<file path="src/design/pdsc_regs.vh">
`ifndef PDSC_REGS_VH
`define PDSC_REGS_VH

// apb register byte addresses
`define PDSC_ADDR_CTRL      12'h000
`define PDSC_ADDR_STATUS    12'h004
`define PDSC_ADDR_IRQ_STAT  12'h008
`define PDSC_ADDR_IRQ_MASK  12'h00C
`define PDSC_ADDR_SC_CFG    12'h010

// control register fields
`define PDSC_CTRL_SW_RESET  0
`define PDSC_CTRL_RESET     32'h00000000

// status register fields
`define PDSC_ST_DCDC_RST    0
`define PDSC_ST_SOFTSTART   1
`define PDSC_ST_SYNC_EN     2
`define PDSC_ST_INRUSH_EN   3
`define PDSC_ST_KEEPALIVE   4
`define PDSC_ST_AUTO_MODE   5
`define PDSC_ST_SLEEPING    6
`define PDSC_ST_OPT_LATCH   7
`define PDSC_ST_FIXED_OSC   8

// interrupt event bits
`define PDSC_EV_OVERCURRENT 0
`define PDSC_EV_SHORT       1
`define PDSC_EV_LOWCURRENT  2
`define PDSC_EV_SLEEP       3
`define PDSC_EV_WAKE        4
`define PDSC_EV_W           5
`define PDSC_EV_NONE        5'h00

// timing: clock 200 MHz, short timeout 1 ms, soft start 1 ms
`define PDSC_CLK_HZ         200000000
`define PDSC_SHORT_TIME_US  1000
`define PDSC_SOFTSTART_US   1000
`define PDSC_CNT_W          20
`define PDSC_CNT_ZERO       20'h00000
`define PDSC_CNT_ONE        20'h00001
`define PDSC_HZ_PER_MHZ     1000000

// synchroniser reset levels, sleep entry pin idles high
`define PDSC_SYNC_IDLE      11'h040

`endif

</file>
<file path="src/design/pdsc_sleep_protect.v">
// Our own choices: the address map and the APB interface to the registers.
`include "pdsc_regs.vh"

// Function
// - While the overcurrent comparator is tripped the dc-dc controller is held in reset.
// - When overcurrent clears the controller is released through a full soft start.
// - Average current below the low-current threshold turns off sync and inrush switch drivers.
// - Internal current below keepalive limit with automatic sleep enabled starts pulses.
// - Error amp output high for more than 1 ms resets the controller and starts soft start.
// - The sync rectifier driver is on by default and off only during low average current.
// - Frequency pin shorted to the rail selects the fixed oscillator, else the resistor.
// - Sleep request tied low gives automatic sleep with pulses whenever consumption is low.
// - Sleep request tied high gives no pulses even when consumption is low.
// - Sleep request high at switch turn-on disables auto mode; pulses follow the input low.
// - In special sleep mode a falling edge of sleep entry enters sleep.
// - At that edge sleep state and sleep option latch and hold until wakeup.
// - During special sleep pulses are enabled only if the latched option was 0.
// - An asserted wake input leaves special sleep.
module pdsc_sleep_protect #(
	parameter SHORT_CYCLES = `PDSC_CLK_HZ / `PDSC_HZ_PER_MHZ * `PDSC_SHORT_TIME_US,
	parameter SOFT_CYCLES  = `PDSC_CLK_HZ / `PDSC_HZ_PER_MHZ * `PDSC_SOFTSTART_US
) (
	input  wire        clk_i,
	input  wire        arst_n_i,
	input  wire        overcurrent_i,
	input  wire        low_current_i,
	input  wire        keepalive_low_i,
	input  wire        error_amp_output_i,
	input  wire        freq_set_pin_shorted_i,
	input  wire        sleep_request_n_i,
	input  wire        sleep_entry_n_i,
	input  wire        sleep_option_i,
	input  wire        wake_i,
	input  wire        special_mode_i,
	input  wire        hotswap_on_i,
	input  wire        psel,
	input  wire        penable,
	input  wire        pwrite,
	input  wire [11:0] paddr,
	input  wire [31:0] pwdata,
	output wire [31:0] prdata,
	output wire        pready,
	output wire        pslverr,
	output reg         dcdc_reset_o,
	output reg         softstart_o,
	output reg         sync_rectifier_gate_en_o,
	output reg         ext_inrush_switch_gate_en_o,
	output reg         keepalive_pulse_en_o,
	output reg         fixed_osc_sel_o,
	output wire        irq_o
);

	// synchroniser width, idle levels and timing limits
	localparam NSYNC = 11;
	localparam [NSYNC-1:0]       SYNC_IDLE = `PDSC_SYNC_IDLE;
	localparam [`PDSC_CNT_W-1:0] SHORT_LIM = SHORT_CYCLES[`PDSC_CNT_W-1:0];
	localparam [`PDSC_CNT_W-1:0] SOFT_LIM  = SOFT_CYCLES[`PDSC_CNT_W-1:0];

	// run states, one-hot
	localparam [2:0] ST_RUN  = 3'b001;
	localparam [2:0] ST_HOLD = 3'b010;
	localparam [2:0] ST_SOFT = 3'b100;

	// input synchronisers and their aliases
	reg  [NSYNC-1:0] meta_reg;
	reg  [NSYNC-1:0] sync_reg;
	wire [NSYNC-1:0] raw_in;
	wire             oc_s;
	wire             lc_s;
	wire             ka_s;
	wire             ea_s;
	wire             fq_s;
	wire             sr_s;
	wire             se_s;
	wire             opt_s;
	wire             wk_s;
	wire             sp_s;
	wire             hs_s;

	// converter state and counters
	reg  [2:0]            state_reg;
	reg  [2:0]            state_next;
	reg  [`PDSC_CNT_W-1:0] short_cnt_reg;
	reg  [`PDSC_CNT_W-1:0] soft_cnt_reg;
	reg  [`PDSC_CNT_W-1:0] soft_cnt_next;
	// sleep mode state
	reg                    hs_prev_reg;
	reg                    se_prev_reg;
	reg                    auto_mode_reg;
	reg                    sleeping_reg;
	reg                    opt_latch_reg;
	// register file and bus
	reg                    ctrl_reg;
	reg  [`PDSC_EV_W-1:0]  irq_stat_reg;
	reg  [`PDSC_EV_W-1:0]  irq_mask_reg;
	reg  [31:0]            rdata_reg;
	reg                    ka_next;
	wire                   short_trip;
	wire                   sleep_fall;
	wire                   wr_en;
	wire [`PDSC_EV_W-1:0]  events;
	wire [31:0]            status_word;

	// pin vector, bit order matches the aliases below
	assign raw_in = {hotswap_on_i, special_mode_i, wake_i, sleep_option_i, sleep_entry_n_i,
		sleep_request_n_i, freq_set_pin_shorted_i, error_amp_output_i, keepalive_low_i,
		low_current_i, overcurrent_i};

	// two-flop synchronisers for all pin inputs
	genvar gi;
	generate
		for (gi = 0; gi < NSYNC; gi = gi + 1) begin : g_sync
			always @(posedge clk_i or negedge arst_n_i) begin
				if (!arst_n_i) begin
					meta_reg[gi] <= SYNC_IDLE[gi];
					sync_reg[gi] <= SYNC_IDLE[gi];
				end else begin
					meta_reg[gi] <= raw_in[gi];
					sync_reg[gi] <= meta_reg[gi];
				end
			end
		end
	endgenerate

	// synchronised pin aliases
	assign oc_s  = sync_reg[0];
	assign lc_s  = sync_reg[1];
	assign ka_s  = sync_reg[2];
	assign ea_s  = sync_reg[3];
	assign fq_s  = sync_reg[4];
	assign sr_s  = sync_reg[5];
	assign se_s  = sync_reg[6];
	assign opt_s = sync_reg[7];
	assign wk_s  = sync_reg[8];
	assign sp_s  = sync_reg[9];
	assign hs_s  = sync_reg[10];

	// short timer trips strictly beyond the limit
	assign short_trip = (short_cnt_reg > SHORT_LIM);
	// special sleep entry edge, ignored while asleep
	assign sleep_fall = sp_s & se_prev_reg & ~se_s & ~sleeping_reg;

	// converter run state machine
	always @* begin
		state_next    = state_reg;
		soft_cnt_next = soft_cnt_reg;
		case (state_reg)
			ST_RUN: begin
				if (oc_s || short_trip || ctrl_reg)
					state_next = ST_HOLD;
			end
			ST_HOLD: begin
				if (!oc_s && !ctrl_reg) begin
					state_next    = ST_SOFT;
					soft_cnt_next = `PDSC_CNT_ZERO;
				end
			end
			ST_SOFT: begin
				if (oc_s || short_trip || ctrl_reg)
					state_next = ST_HOLD;
				else if (soft_cnt_reg >= SOFT_LIM)
					state_next = ST_RUN;
				else
					soft_cnt_next = soft_cnt_reg + `PDSC_CNT_ONE;
			end
			default: state_next = ST_HOLD;
		endcase
	end

	// keepalive pulse selection
	always @* begin
		if (sleeping_reg)
			ka_next = ~opt_latch_reg;
		else if (auto_mode_reg)
			ka_next = ka_s & ~sr_s;
		else
			ka_next = ~sr_s;
	end

	// run state and soft start counter
	always @(posedge clk_i or negedge arst_n_i) begin
		if (!arst_n_i) begin
			state_reg    <= ST_HOLD;
			soft_cnt_reg <= `PDSC_CNT_ZERO;
		end else begin
			state_reg    <= state_next;
			soft_cnt_reg <= soft_cnt_next;
		end
	end

	// count high error amp, clear on low or trip
	always @(posedge clk_i or negedge arst_n_i) begin
		if (!arst_n_i) begin
			short_cnt_reg <= `PDSC_CNT_ZERO;
		end else if (!ea_s || short_trip) begin
			short_cnt_reg <= `PDSC_CNT_ZERO;
		end else begin
			short_cnt_reg <= short_cnt_reg + `PDSC_CNT_ONE;
		end
	end

	// mode sampling and special sleep latches
	always @(posedge clk_i or negedge arst_n_i) begin
		if (!arst_n_i) begin
			hs_prev_reg   <= 1'b0;
			se_prev_reg   <= 1'b1;
			auto_mode_reg <= 1'b1;
			sleeping_reg  <= 1'b0;
			opt_latch_reg <= 1'b0;
		end else begin
			hs_prev_reg <= hs_s;
			se_prev_reg <= se_s;
			if (hs_s && !hs_prev_reg)
				auto_mode_reg <= ~sr_s;
			if (wk_s && sleeping_reg) begin
				sleeping_reg  <= 1'b0;
				opt_latch_reg <= 1'b0;
			end else if (sleep_fall) begin
				sleeping_reg  <= 1'b1;
				opt_latch_reg <= opt_s;
			end
		end
	end

	// registered pin outputs
	always @(posedge clk_i or negedge arst_n_i) begin
		if (!arst_n_i) begin
			dcdc_reset_o                <= 1'b1;
			softstart_o                 <= 1'b0;
			sync_rectifier_gate_en_o    <= 1'b1;
			ext_inrush_switch_gate_en_o <= 1'b1;
			keepalive_pulse_en_o        <= 1'b0;
			fixed_osc_sel_o             <= 1'b0;
		end else begin
			// reset and soft start follow next state
			dcdc_reset_o <= (state_next == ST_HOLD);
			softstart_o  <= (state_next == ST_SOFT);
			sync_rectifier_gate_en_o    <= ~lc_s;
			ext_inrush_switch_gate_en_o <= ~lc_s;
			keepalive_pulse_en_o        <= ka_next;
			fixed_osc_sel_o <= fq_s;
		end
	end

	// event sources
	assign events = {wk_s & sleeping_reg, sleep_fall, lc_s & sync_rectifier_gate_en_o,
		short_trip, oc_s & ~dcdc_reset_o};

	// apb slave, zero wait states
	assign pready  = 1'b1;
	assign pslverr = 1'b0;
	assign wr_en   = psel & penable & pwrite;
	assign prdata  = rdata_reg;
	assign irq_o   = |(irq_stat_reg & irq_mask_reg);

	// status word layout, bit 8 down to bit 0
	assign status_word = {23'h000000, fixed_osc_sel_o, opt_latch_reg, sleeping_reg,
		auto_mode_reg, keepalive_pulse_en_o, ext_inrush_switch_gate_en_o,
		sync_rectifier_gate_en_o, softstart_o, dcdc_reset_o};

	// register writes; event set wins over w1c
	always @(posedge clk_i or negedge arst_n_i) begin
		if (!arst_n_i) begin
			ctrl_reg     <= 1'b0;
			irq_stat_reg <= `PDSC_EV_NONE;
			irq_mask_reg <= `PDSC_EV_NONE;
		end else begin
			if (wr_en && paddr == `PDSC_ADDR_CTRL)
				ctrl_reg <= pwdata[`PDSC_CTRL_SW_RESET];
			if (wr_en && paddr == `PDSC_ADDR_IRQ_MASK)
				irq_mask_reg <= pwdata[`PDSC_EV_W-1:0];
			if (wr_en && paddr == `PDSC_ADDR_IRQ_STAT)
				irq_stat_reg <= (irq_stat_reg & ~pwdata[`PDSC_EV_W-1:0]) | events;
			else
				irq_stat_reg <= irq_stat_reg | events;
		end
	end

	// read mux, registered during setup phase
	always @(posedge clk_i or negedge arst_n_i) begin
		if (!arst_n_i) begin
			rdata_reg <= 32'h00000000;
		end else if (psel && !penable) begin
			case (paddr)
				`PDSC_ADDR_CTRL:     rdata_reg <= {31'h00000000, ctrl_reg};
				`PDSC_ADDR_STATUS:   rdata_reg <= status_word;
				`PDSC_ADDR_IRQ_STAT: rdata_reg <= {27'h0000000, irq_stat_reg};
				`PDSC_ADDR_IRQ_MASK: rdata_reg <= {27'h0000000, irq_mask_reg};
				default:             rdata_reg <= 32'h00000000;
			endcase
		end
	end

endmodule

</file>
<file path="config.mk">
export PLATFORM = sky130hd
export DESIGN_NAME = pdsc_sleep_protect
export DESIGN_NICKNAME = d
export VERILOG_FILES = /design/src/design/pdsc_sleep_protect.v
export VERILOG_INCLUDE_DIRS = /design/src /design/src/design
export SDC_FILE = /design/constraint.sdc
export NUM_CORES = 1
export LEC_CHECK = 0
export ABC_AREA = 1
export BUFFER_PORTS_ARGS = -buffer_cell sky130_fd_sc_hd__buf_2
export CAP_MARGIN = 5
export CORE_ASPECT_RATIO = 1.4
export CORE_MARGIN = 4
export CORE_UTILIZATION = 49
export DETAILED_ROUTE_END_ITERATION = 12
export PLACE_DENSITY = 0.81
export SLEW_MARGIN = 5
export SYNTH_ARGS = -nofsm -noshare
export SYNTH_HDL_FRONTEND = slang
export SYNTH_SLANG_ARGS = --single-unit
</file>
<file path="constraint.sdc">
create_clock -name clk_i -period 1.52 [get_ports clk_i]
set_input_delay 0.152 -clock clk_i [delete_from_list [all_inputs] [get_ports clk_i]]
set_output_delay 0.152 -clock clk_i [all_outputs]
set_load 0.1 [all_outputs]
</file>
==> results by group, run 1 <==
Status
  – Status: finished with violations
  – Failing checks: setup timing

Critical path
  – Critical Path Max Stage Delay: 0.40 ns
  – CP endpoint kind: output port
  – Reg-to-reg startpoint: short_cnt_reg[0]
  – Worst-path cell chain: nand2_1 > nand2_1 > a221oi_2 > nand2_1 > buf_12
  – Crit path buf inv count: 1
  – R2R depth: 10
  – Reg2reg setup slack: -0.10 ns
  – CP required: 1.37 ns
  – CP Max Fanout: 3
  – CP Launch Type: flop
  – Worst r2r dst: short_cnt_reg[14]
  – Worst Setup SP: irq_mask_reg[0]
  – CP top delay family: flip-flops
  – Crit path max-delay cell type: dfrtp_1
  – Worst Path Class, Setup: flop to output port
  – Critical Path Sink: irq_o
  – Critical Path Most Common Cell: nand2_1
  – Levels on crit path: 5
  – Critical Path AT: 1.48 ns

Yosys
  – Async S/R FF share, synth: 100%
  – Synth top area share: 47.1%
  – Top cells by area, synth: dfrtp_1, nand2_1, nor2_1
  – Netlist cell types: 39
  – Count of state elements after synthesis: 95
  – Synth area leader: dfrtp_1
  – Number of enable flip-flop cells after synthesis: 0
  – Mean Syn Cell Area: 8.33 µm²
  – Netlist Area Pre-Place: ~4700 µm²
  – Mapped Cells: 561
  – Yosys warnings: 0
  – Seq/Total Area, Yosys: 51.1%
  – Commonest register cell after synthesis: dfrtp_1

Worst hold path
  – WHS Path Cells: 3
  – HP Start: pwdata[2]
  – Worst Hold Class: input port to flop

STA
  – Fin crit period: around 1.6 ns
  – RSZ-0062 raised after global routing: yes
  – Clk_skew: 0.00998 ns
  – Hold Slack: approximately 0.054 ns
  – Final hold vios: 0
  – Fin. max-slew vios: 0
  – Fin worst setup slack: -0.108 ns
  – Final setup fails: 27
  – Period Utilization, post-route: 107%
  – Fmax: ~600 MHz

Clock tree
  – CTS max path bufs: 2
  – Clk pin slew, worst setup/hold paths: 0.07 ns
  – CTS H-Tree Depth: 3
  – Clk sink count: 95
  – CTS tree: yes
  – CTS root buffer: clkbuf_16
  – CTS Buf Count: 9
  – Clock Latency Late Sink: 0.34 ns

Die
  – Initial Util: 50.9%
  – DIE AREA: 11,200 µm²
  – Die Height: around 120 µm
  – Row count: 41
  – Die extent in x: roughly 91 µm
  – Core box area: 9180 µm²
  – # IOs: 101

Place
  – Placed insts: 759
  – PortBufs: 48
  – DP Wirelength: 7420 µm
  – Placer Congestion: between 0.8 and 0.9
  – Area after DPL: 5300 µm²

Global route
  – Largest net degree at the start of global routing: 50
  – Initial antenna violation count: 0
  – Global Route Usage Sum: just over 20%
  – Vias in the first global route: ~4,200
  – First-pass GRT wire length: 18,400 µm
  – Total gr overflow: 0

Power and ir drop
  – Sw Pwr: 2.66 mW
  – Leak: ~3.0 nW
  – Switch share: 37.3%
  – Clock power share: between 30% and 40%
  – Share of total power in sequential cells: 38.7%
  – Power Internal: 4.48 mW
  – Pwr dens: 1160 nW/µm²
  – Max rail drop VDD: about 0.00077 V
  – Gate power share: 31.3%
  – Total power: 7.14 mW

Detailed routing
  – DR pass1 iterations: 5
  – Via count: between 4,000 and 5,000
  – Total Wirelength: 11,600 µm
  – Antenna Violating Nets Remaining: 0
  – DR DRC count: 0
  – Post-DR wirelength/cell: 14.5 µm
  – Drt first-iter violations: around 310
  – Vias per Instance: 5.28

Finish
  – Ratio of cells with drive above 1 in the final layout: slightly below 30%
  – N_diodes: 0
  – Fin cells: 804
  – Final Cell Area: 6160 µm²
  – Fin nets: 756
  – Final core utilization: 67.1%
  – Layout area overhead: 31.9%
  – Most common cell after layout, fill and taps aside: nand2_1
  – Leading cell types in the layout, fill and taps excluded: nand2_1, dfrtp_1, nor2_1, buf_4

Job
  – Max cap viols: 0
kinds of logic after synthesis:
logic type,count (synthesis),share of synthesized area (%)
adders and majority gates,4,1.07
AOI/OAI and AO/OA,32,4.31
DFF,95,51.1
xor gates and xnor gates,18,3.37
other,2,0.161
buffers and inverters,83,9.43
and+or+nand+nor,327,30.6
tightest hold or removal path, cell delays in order:
cell and delay (ns):
buf_2 0.09, nand3_1 0.06, nand2_1 0.06
synth_stat cells, types with 3 or more instances:
library cell / n
nand2_1: 150
dfrtp_1: 88
nor2_1: 84
nand3_1: 60
inv_1: 46
buf_4: 27
xor2_1: 14
o21ai_0: 12
dfstp_2: 7
nor3_1: 6
a22o_1: 5
nor3b_1: 5
a21oi_1: 4
ha_1: 4
nand2_2: 4
nor2_2: 4
xnor2_1: 4
a31oi_1: 3
buf_6: 3
clkbuf_1: 3
nand2_4: 3
nand4_1: 3
routing by layer:
metal	global-route usage [%]	up-vias	routed length [µm]
met4	11.1	0	391
met5	0	-	0
li1	-	1993	-
met2	37.9	157	6090
met1	22.1	2061	4520
met3	4.50	33	628
timing repair:
action                     4_1_cts  5_1_grt
resized for setup               39       44
setup endpoints to repair       36       44
setup buffers                    3       11
cloned                           3        0
hold endpoints to repair        29        0
hold buffers                    12        0
pin swaps                       18       25
through the flow:
step | TNS [ns] | setup slack [ns]
final | -1.33 | -0.108
after global routing | -4.19 | -0.179
after CTS | -1.27 | -0.0696
after detailed placement | -3.10 | -0.129
after global placement | -1.08 | -0.0586
after floorplan | 0 | 0.00309
how the worst min path moves through the flow:
stage               slack (ns)         endpoint
finish                    0.05  irq_mask_reg[2]
global route              0.09  irq_mask_reg[4]
detailed placement        0.06             sp_s
global placement          0.05             sp_s
floorplan                -0.14         ctrl_reg
CTS                       0.05  irq_mask_reg[2]
power groups by stage:
stage | clock (mW) | combinational [mW] | sequential, mW
3_3_place_gp | 0 | 1.60 | 2.79
4_1_cts | 2.16 | 2.04 | 2.75
2_1_floorplan | 0 | 1.05 | 3.03
3_5_place_dp | 0 | 1.65 | 2.80
5_1_grt | 2.27 | 2.34 | 2.77
6_report | 2.14 | 2.24 | 2.76
area by class of cell:
type | count | area (µm²)
Clock inverter | 6 | 51.3
Fill cell | 655 | 3020
Clock buffer | 10 | 229
Inverter | 48 | 183
Timing Repair Buffer | 129 | 951
Sequential cell | 95 | 2390
Tap cell | 107 | 134
Multi-Input combinational cell | 409 | 2230
Power figures use the tool's default switching activity.
==> run 2, diff against run 1 <==
CELL_PAD_IN_SITES_DETAIL_PLACEMENT = 1   (was not set)
CELL_PAD_IN_SITES_GLOBAL_PLACEMENT = 2   (was not set)
CORE_UTILIZATION = 29   (was 49)
PLACE_DENSITY = 0.82   (was 0.81)
==> results by group, run 2 (synthesis results as in run 1) <==
Critical path
  – Worst Path Class, Setup: flop to flop
  – Worst r2r dst: state_reg[0]
  – Critical Path AT: 1.95 ns
  – CP endpoint kind: flop
  – R2R depth: 11
  – Critical Path Max Stage Delay: approximately 0.42 ns
  – CP top delay family: simple AND/OR/NAND/NOR gates
  – Reg-to-reg startpoint: short_cnt_reg[1]
  – Levels on crit path: 11
  – Crit path max-delay cell type: dfrtp_1
  – CP required: 1.79 ns
  – Worst Setup SP: short_cnt_reg[1]
  – Critical Path Sink: state_reg[0]
  – Critical Path Most Common Cell: buf_4
  – Reg2reg setup slack: -0.15 ns
  – CP Max Fanout: 3
  – Worst-path cell chain: inv_1 > ha_2 > nand2_1 > nor2_1 > nand3b_1 > nand2_4 > buf_4 > buf_4 > buf_4 > nand3_1 > a31oi_1
  – CP Launch Type: flop
  – Crit path buf inv count: 4

STA
  – RSZ-0062 raised after global routing: yes
  – Fmax: 597 MHz
  – Fin. max-slew vios: 0
  – Final hold vios: 0
  – Final setup fails: 38
  – Slew at the pin closest to its max-slew limit: between 0.5 and 0.6 ns
  – Slew margin rel.: 65.6%
  – Fin crit period: roughly 1.7 ns
  – Fin worst setup slack: -0.154 ns
  – Clk_skew: 0.0141 ns
  – Period Utilization, post-route: 110%

Die
  – DIE AREA: 18,200 µm²
  – Die extent in x: 115 µm
  – Row count: 54
  – Initial Util: between 20 and 30%
  – Die Height: 158 µm
  – Core box area: 15,700 µm²
  – # IOs: 101

Finish
  – Ratio of cells with drive above 1 in the final layout: between 20% and 30%
  – Multi-input logic area: 2240 µm²
  – Layout area overhead: 37.2%
  – N_diodes: 0
  – Fin cells: 905
  – Final Cell Area: around 6400 µm²
  – Fin nets: 768
  – Register area: between 2000 and 2500 µm²
  – Most common cell after layout, fill and taps aside: nand2_1
  – Fill cell count: 1,871
  – Leading cell types in the layout, fill and taps excluded: nand2_1, dfrtp_1, buf_4, nor2_1, nand3_1

Power and ir drop
  – Pwr dens: ~1100 nW/µm²
  – Max rail drop VDD: around 0.00077 V
  – Leak: 3.04 nW

Global route
  – Vias in the first global route: 4,461
  – Total gr overflow: 0
  – Global Route Usage Sum: 14.4%
  – First-pass GRT wire length: 20,700 µm
  – Initial antenna violation count: 0
  – Largest net degree at the start of global routing: 29

Clock tree
  – Clk sink count: 95
  – Clk pin slew, worst setup/hold paths: approximately 0.080 ns
  – CTS max path bufs: 2
  – CTS tree: yes
  – CTS H-Tree Depth: 3
  – CTS Buf Count: 9
  – Clock Latency Late Sink: between 0.3 and 0.4 ns
  – CTS root buffer: clkbuf_16

Place
  – PortBufs: between 40 and 50
  – Pre-CTS WS: -0.236 ns
  – Placer Congestion: roughly 0.80
  – Area after DPL: 5520 µm²
  – Placed insts: between 800 and 900
  – DP Wirelength: 9520 µm

Detailed routing
  – Drt first-iter violations: about 140
  – Via count: 4,153
  – Vias per Instance: ~4.6
  – DR DRC count: 0
  – DR pass1 iterations: 4
  – Total Wirelength: around 13,000 µm
  – Antenna Violating Nets Remaining: 0
  – Post-DR wirelength/cell: 14.7 µm

Status
  – Failing checks: setup timing
  – Status: finished with violations

Worst hold path
  – Worst Hold Class: input port to flop
  – WHS Path Cells: 4

Job
  – Max cap viols: 0
run 2: cell count changes in the layout (fill, tap and decap cells not counted), moves of 5 or more:
cell     delta
inv_1       +5
nand3_2     -6
buf_4      +10
nand3_1     +7
inv_2       -5
nor2_4      +5
run 2: area by class of cell:
cell class | instances | share of cell area (%)
Inverter | 48 | 2.85
Tap cell | 196 | 3.83
Clock inverter | 5 | 1.03
Clock buffer | 11 | 3.79
Timing Repair Buffer | 139 | 16.4
Multi-Input combinational cell | 411 | 34.9
Sequential cell | 95 | 37.2
run 2: timing repair:
action	in CTS	in global routing
buffers inserted	7	6
hold buffers	12	0
cloned	0	4
endpoints found under the setup margin	41	47
resized for setup	28	44
pin swaps	9	18
endpoints found under the hold margin	31	0
run 2: worst min path at each step:
stage / start / end / slack (ns)
2_1_floorplan: arst_n_i / ctrl_reg / -0.14
3_3_place_gp: arst_n_i / meta_reg[10] / 0.11
3_5_place_dp: arst_n_i / meta_reg[10] / 0.12
4_1_cts: pwdata[4] / irq_stat_reg[4] / 0.06
5_1_grt: pwdata[4] / irq_stat_reg[4] / 0.08
6_report: pwdata[4] / irq_stat_reg[4] / 0.06
run 2: where the power goes:
group	leakage [nW]	total [mW]	switching, mW	internal (mW)
Clock	0.148	2.35	1.01	1.34
Combinational	1.67	2.07	1.50	0.568
Sequential	1.21	2.76	0.0825	2.68
run 2: metal layers:
metal / share of wire (%) / vias to the layer above / wire [µm] / global-route usage [%]
li1: - / 2012 / - / -
met1: 37 / 2063 / 4910 / 14.6
met2: 57 / 55 / 7640 / 27.8
met3: 2.4 / 23 / 321 / 2.14
met4: 3.2 / 0 / 426 / 8.00
met5: 0 / - / 0 / 0
run 2: worst min-delay path: stages:
cell and delay [ns]:
buf_2 0.10, nand2_1 0.05, nand2_1 0.05, nand2_1 0.04
run 2: through the flow:
stage	power [mW]	TNS [ns]	utilization, %	hold slack (ns)
after global routing	7.52	-8.88	40.9	0.0830
after global placement	4.47	-2.46	35.2	0.112
after detailed placement	4.52	-4.64	35.2	0.121
final	7.18	-3.46	40.9	0.0642
after floorplan	4.08	0	-	-0.144
after CTS	7.00	-2.54	39.2	0.0566
==> run 3, diff against run 2 <==
CORE_UTILIZATION = 30   (was 29)
GPL_ROUTABILITY_DRIVEN = 0   (was not set)
PLACE_DENSITY = 0.81   (was 0.82)
clock period = 2.1 ns   (was 1.52 ns; I/O delays follow)
==> results by group, run 3 (synthesis results as in run 1) <==
Status
  – Status: completed

Critical path
  – CP Max Fanout: 4
  – Worst Path Class, Setup: flop to flop
  – CP endpoint kind: flop
  – CP required: 2.33 ns
  – Critical Path AT: a little over 2 ns
  – CP Launch Type: flop

STA
  – Fmax: ~560 MHz
  – Final setup fails: 0
  – RSZ-0062 raised after global routing: no
  – Final hold vios: 0
  – Fin. max-slew vios: 0
  – Fin crit period: 1.78 ns
  – Period Utilization, post-route: 84.9%
  – Clk_skew: around 0.009 ns
  – Hold Slack: 0.125 ns
  – Setup TNS: 0 ns

Global route
  – First-pass GRT wire length: roughly 20,000 µm
  – Total gr overflow: 0
  – Vias in the first global route: 4,175
  – Global Route Usage Sum: 14.1%
  – Largest net degree at the start of global routing: 39
  – Initial antenna violation count: 0

Clock tree
  – CTS max path bufs: 2
  – CTS Buf Count: 9
  – Clk sink count: between 90 and 100
  – Clock Latency Late Sink: 0.34 ns
  – Post-CTS setup buffer count: 0
  – CTS tree: yes
  – Clk pin slew, worst setup/hold paths: 0.07 ns
  – CTS H-Tree Depth: 3
  – CTS root buffer: clkbuf_16

Finish
  – Register area: between 2000 and 2500 µm²
  – Leading cell types in the layout, fill and taps excluded: nand2_1, dfrtp_1, nor2_1, nand3_1, buf_2
  – Ratio of cells with drive above 1 in the final layout: 15.6%
  – Most common cell after layout, fill and taps aside: nand2_1
  – Fin nets: 699
  – Fin cells: 832
  – Layout area overhead: 18.2%
  – Final Cell Area: 5520 µm²
  – N_diodes: 0
  – Multi-input logic area: 1940 µm²
  – Fill cell count: roughly 1,800

Place
  – PortBufs: 48
  – Area after DPL: 5100 µm²
  – Placed insts: between 800 and 900
  – DP Wirelength: ~8700 µm

Power and ir drop
  – Sw Pwr: 1.69 mW
  – Clock power share: between 30% and 40%
  – Max rail drop VDD: 0.000371 V
  – Switch share: 35.4%
  – Total power: between 4 and 5 mW
  – Power Internal: 3.09 mW
  – Gate power share: 23.9%
  – Share of total power in sequential cells: a little over two fifths
  – Leak: ~2.6 nW
  – Pwr dens: between 800 and 900 nW/µm²

Job
  – Max cap viols: 0

Die
  – Die Height: 156 µm
  – Row count: between 50 and 60
  – DIE AREA: around 18,000 µm²
  – Initial Util: 30.9%
  – Core box area: 15,100 µm²
  – Die extent in x: ~110 µm
  – # IOs: 101

Detailed routing
  – Drt first-iter violations: 163
  – Post-DR wirelength/cell: 13.9 µm
  – DR pass1 iterations: 4
  – Vias per Instance: 4.54
  – Antenna Violating Nets Remaining: 0
  – Total Wirelength: 11,600 µm
  – DR DRC count: 0
  – Via count: 3,781

Worst hold path
  – Worst Hold Class: input port to flop
## run 3: stage by stage
stage               util [%]  worst slack (ns)
floorplan                  -             0.568
global placement        33.7             0.335
detailed placement      33.7             0.295
CTS                     36.5             0.271
global route            36.5            0.0368
finish                  36.5             0.317
## run 3: area by class of cell
| cell class | count | area share (%) |
|---|---|---|
| clock buffer | 11 | 4.21 |
| clock inverter | 5 | 1.20 |
| inverter | 48 | 3.31 |
| multi-input combinational | 408 | 35.2 |
| sequential | 95 | 43.2 |
| tap | 192 | 4.35 |
| timing repair buffer | 73 | 8.56 |
## run 3: worst max-delay path, stage by stage, from the launching register on
cell	delay (ns)
dfrtp_1	0.39
ha_1	0.20
nand3_1	0.11
nor2_1	0.14
nand2_1	0.10
nor2_1	0.23
nand2_1	0.14
nor2_1	0.16
nand3_1	0.09
nand3_1	0.07
nor2_1	0.04
## run 3: worst paths after layout
check / start / to / slack [ns] / cells after the start
max: short_cnt_reg[0] / short_cnt_reg[14] / 0.32 / 10
min: pwdata[4] / irq_mask_reg[4] / 0.12 / 3
max reg2reg: short_cnt_reg[0] / short_cnt_reg[14] / 0.32 / 10
min reg2reg: meta_reg[2] / ka_s / 0.35 / 0
max in group asynchronous: arst_n_i / ext_inrush_switch_gate_en_o / 1.08 / 3
min in group asynchronous: arst_n_i / meta_reg[2] / 0.37 / 2
## run 3: layer usage
layer | part of all wire (%) | vias up | track usage, %
met1 | 41 | 1863 | 16.5
met4 | 1.1 | 0 | 4.01
met5 | 0 | - | 0
met2 | 55 | 36 | 26.0
met3 | 2.8 | 10 | 2.64
li1 | - | 1872 | -
## run 3: timing repair
item / 4_1_cts / 5_1_grt
resized for setup: 0 / 1
endpoints found under the hold margin: 41 / 0
endpoints found under the setup margin: 0 / 1
hold buffers: 12 / 0
## run 3: power by group through the flow
stage                     sequential, mW  combinational (mW)  clock [mW]
after floorplan                     2.19               0.760           0
after global placement              2.02                1.12           0
after detailed placement            2.03                1.15           0
after CTS                           2.00                1.17        1.70
after global routing                2.01                1.24        1.79
final                               1.99                1.14        1.65
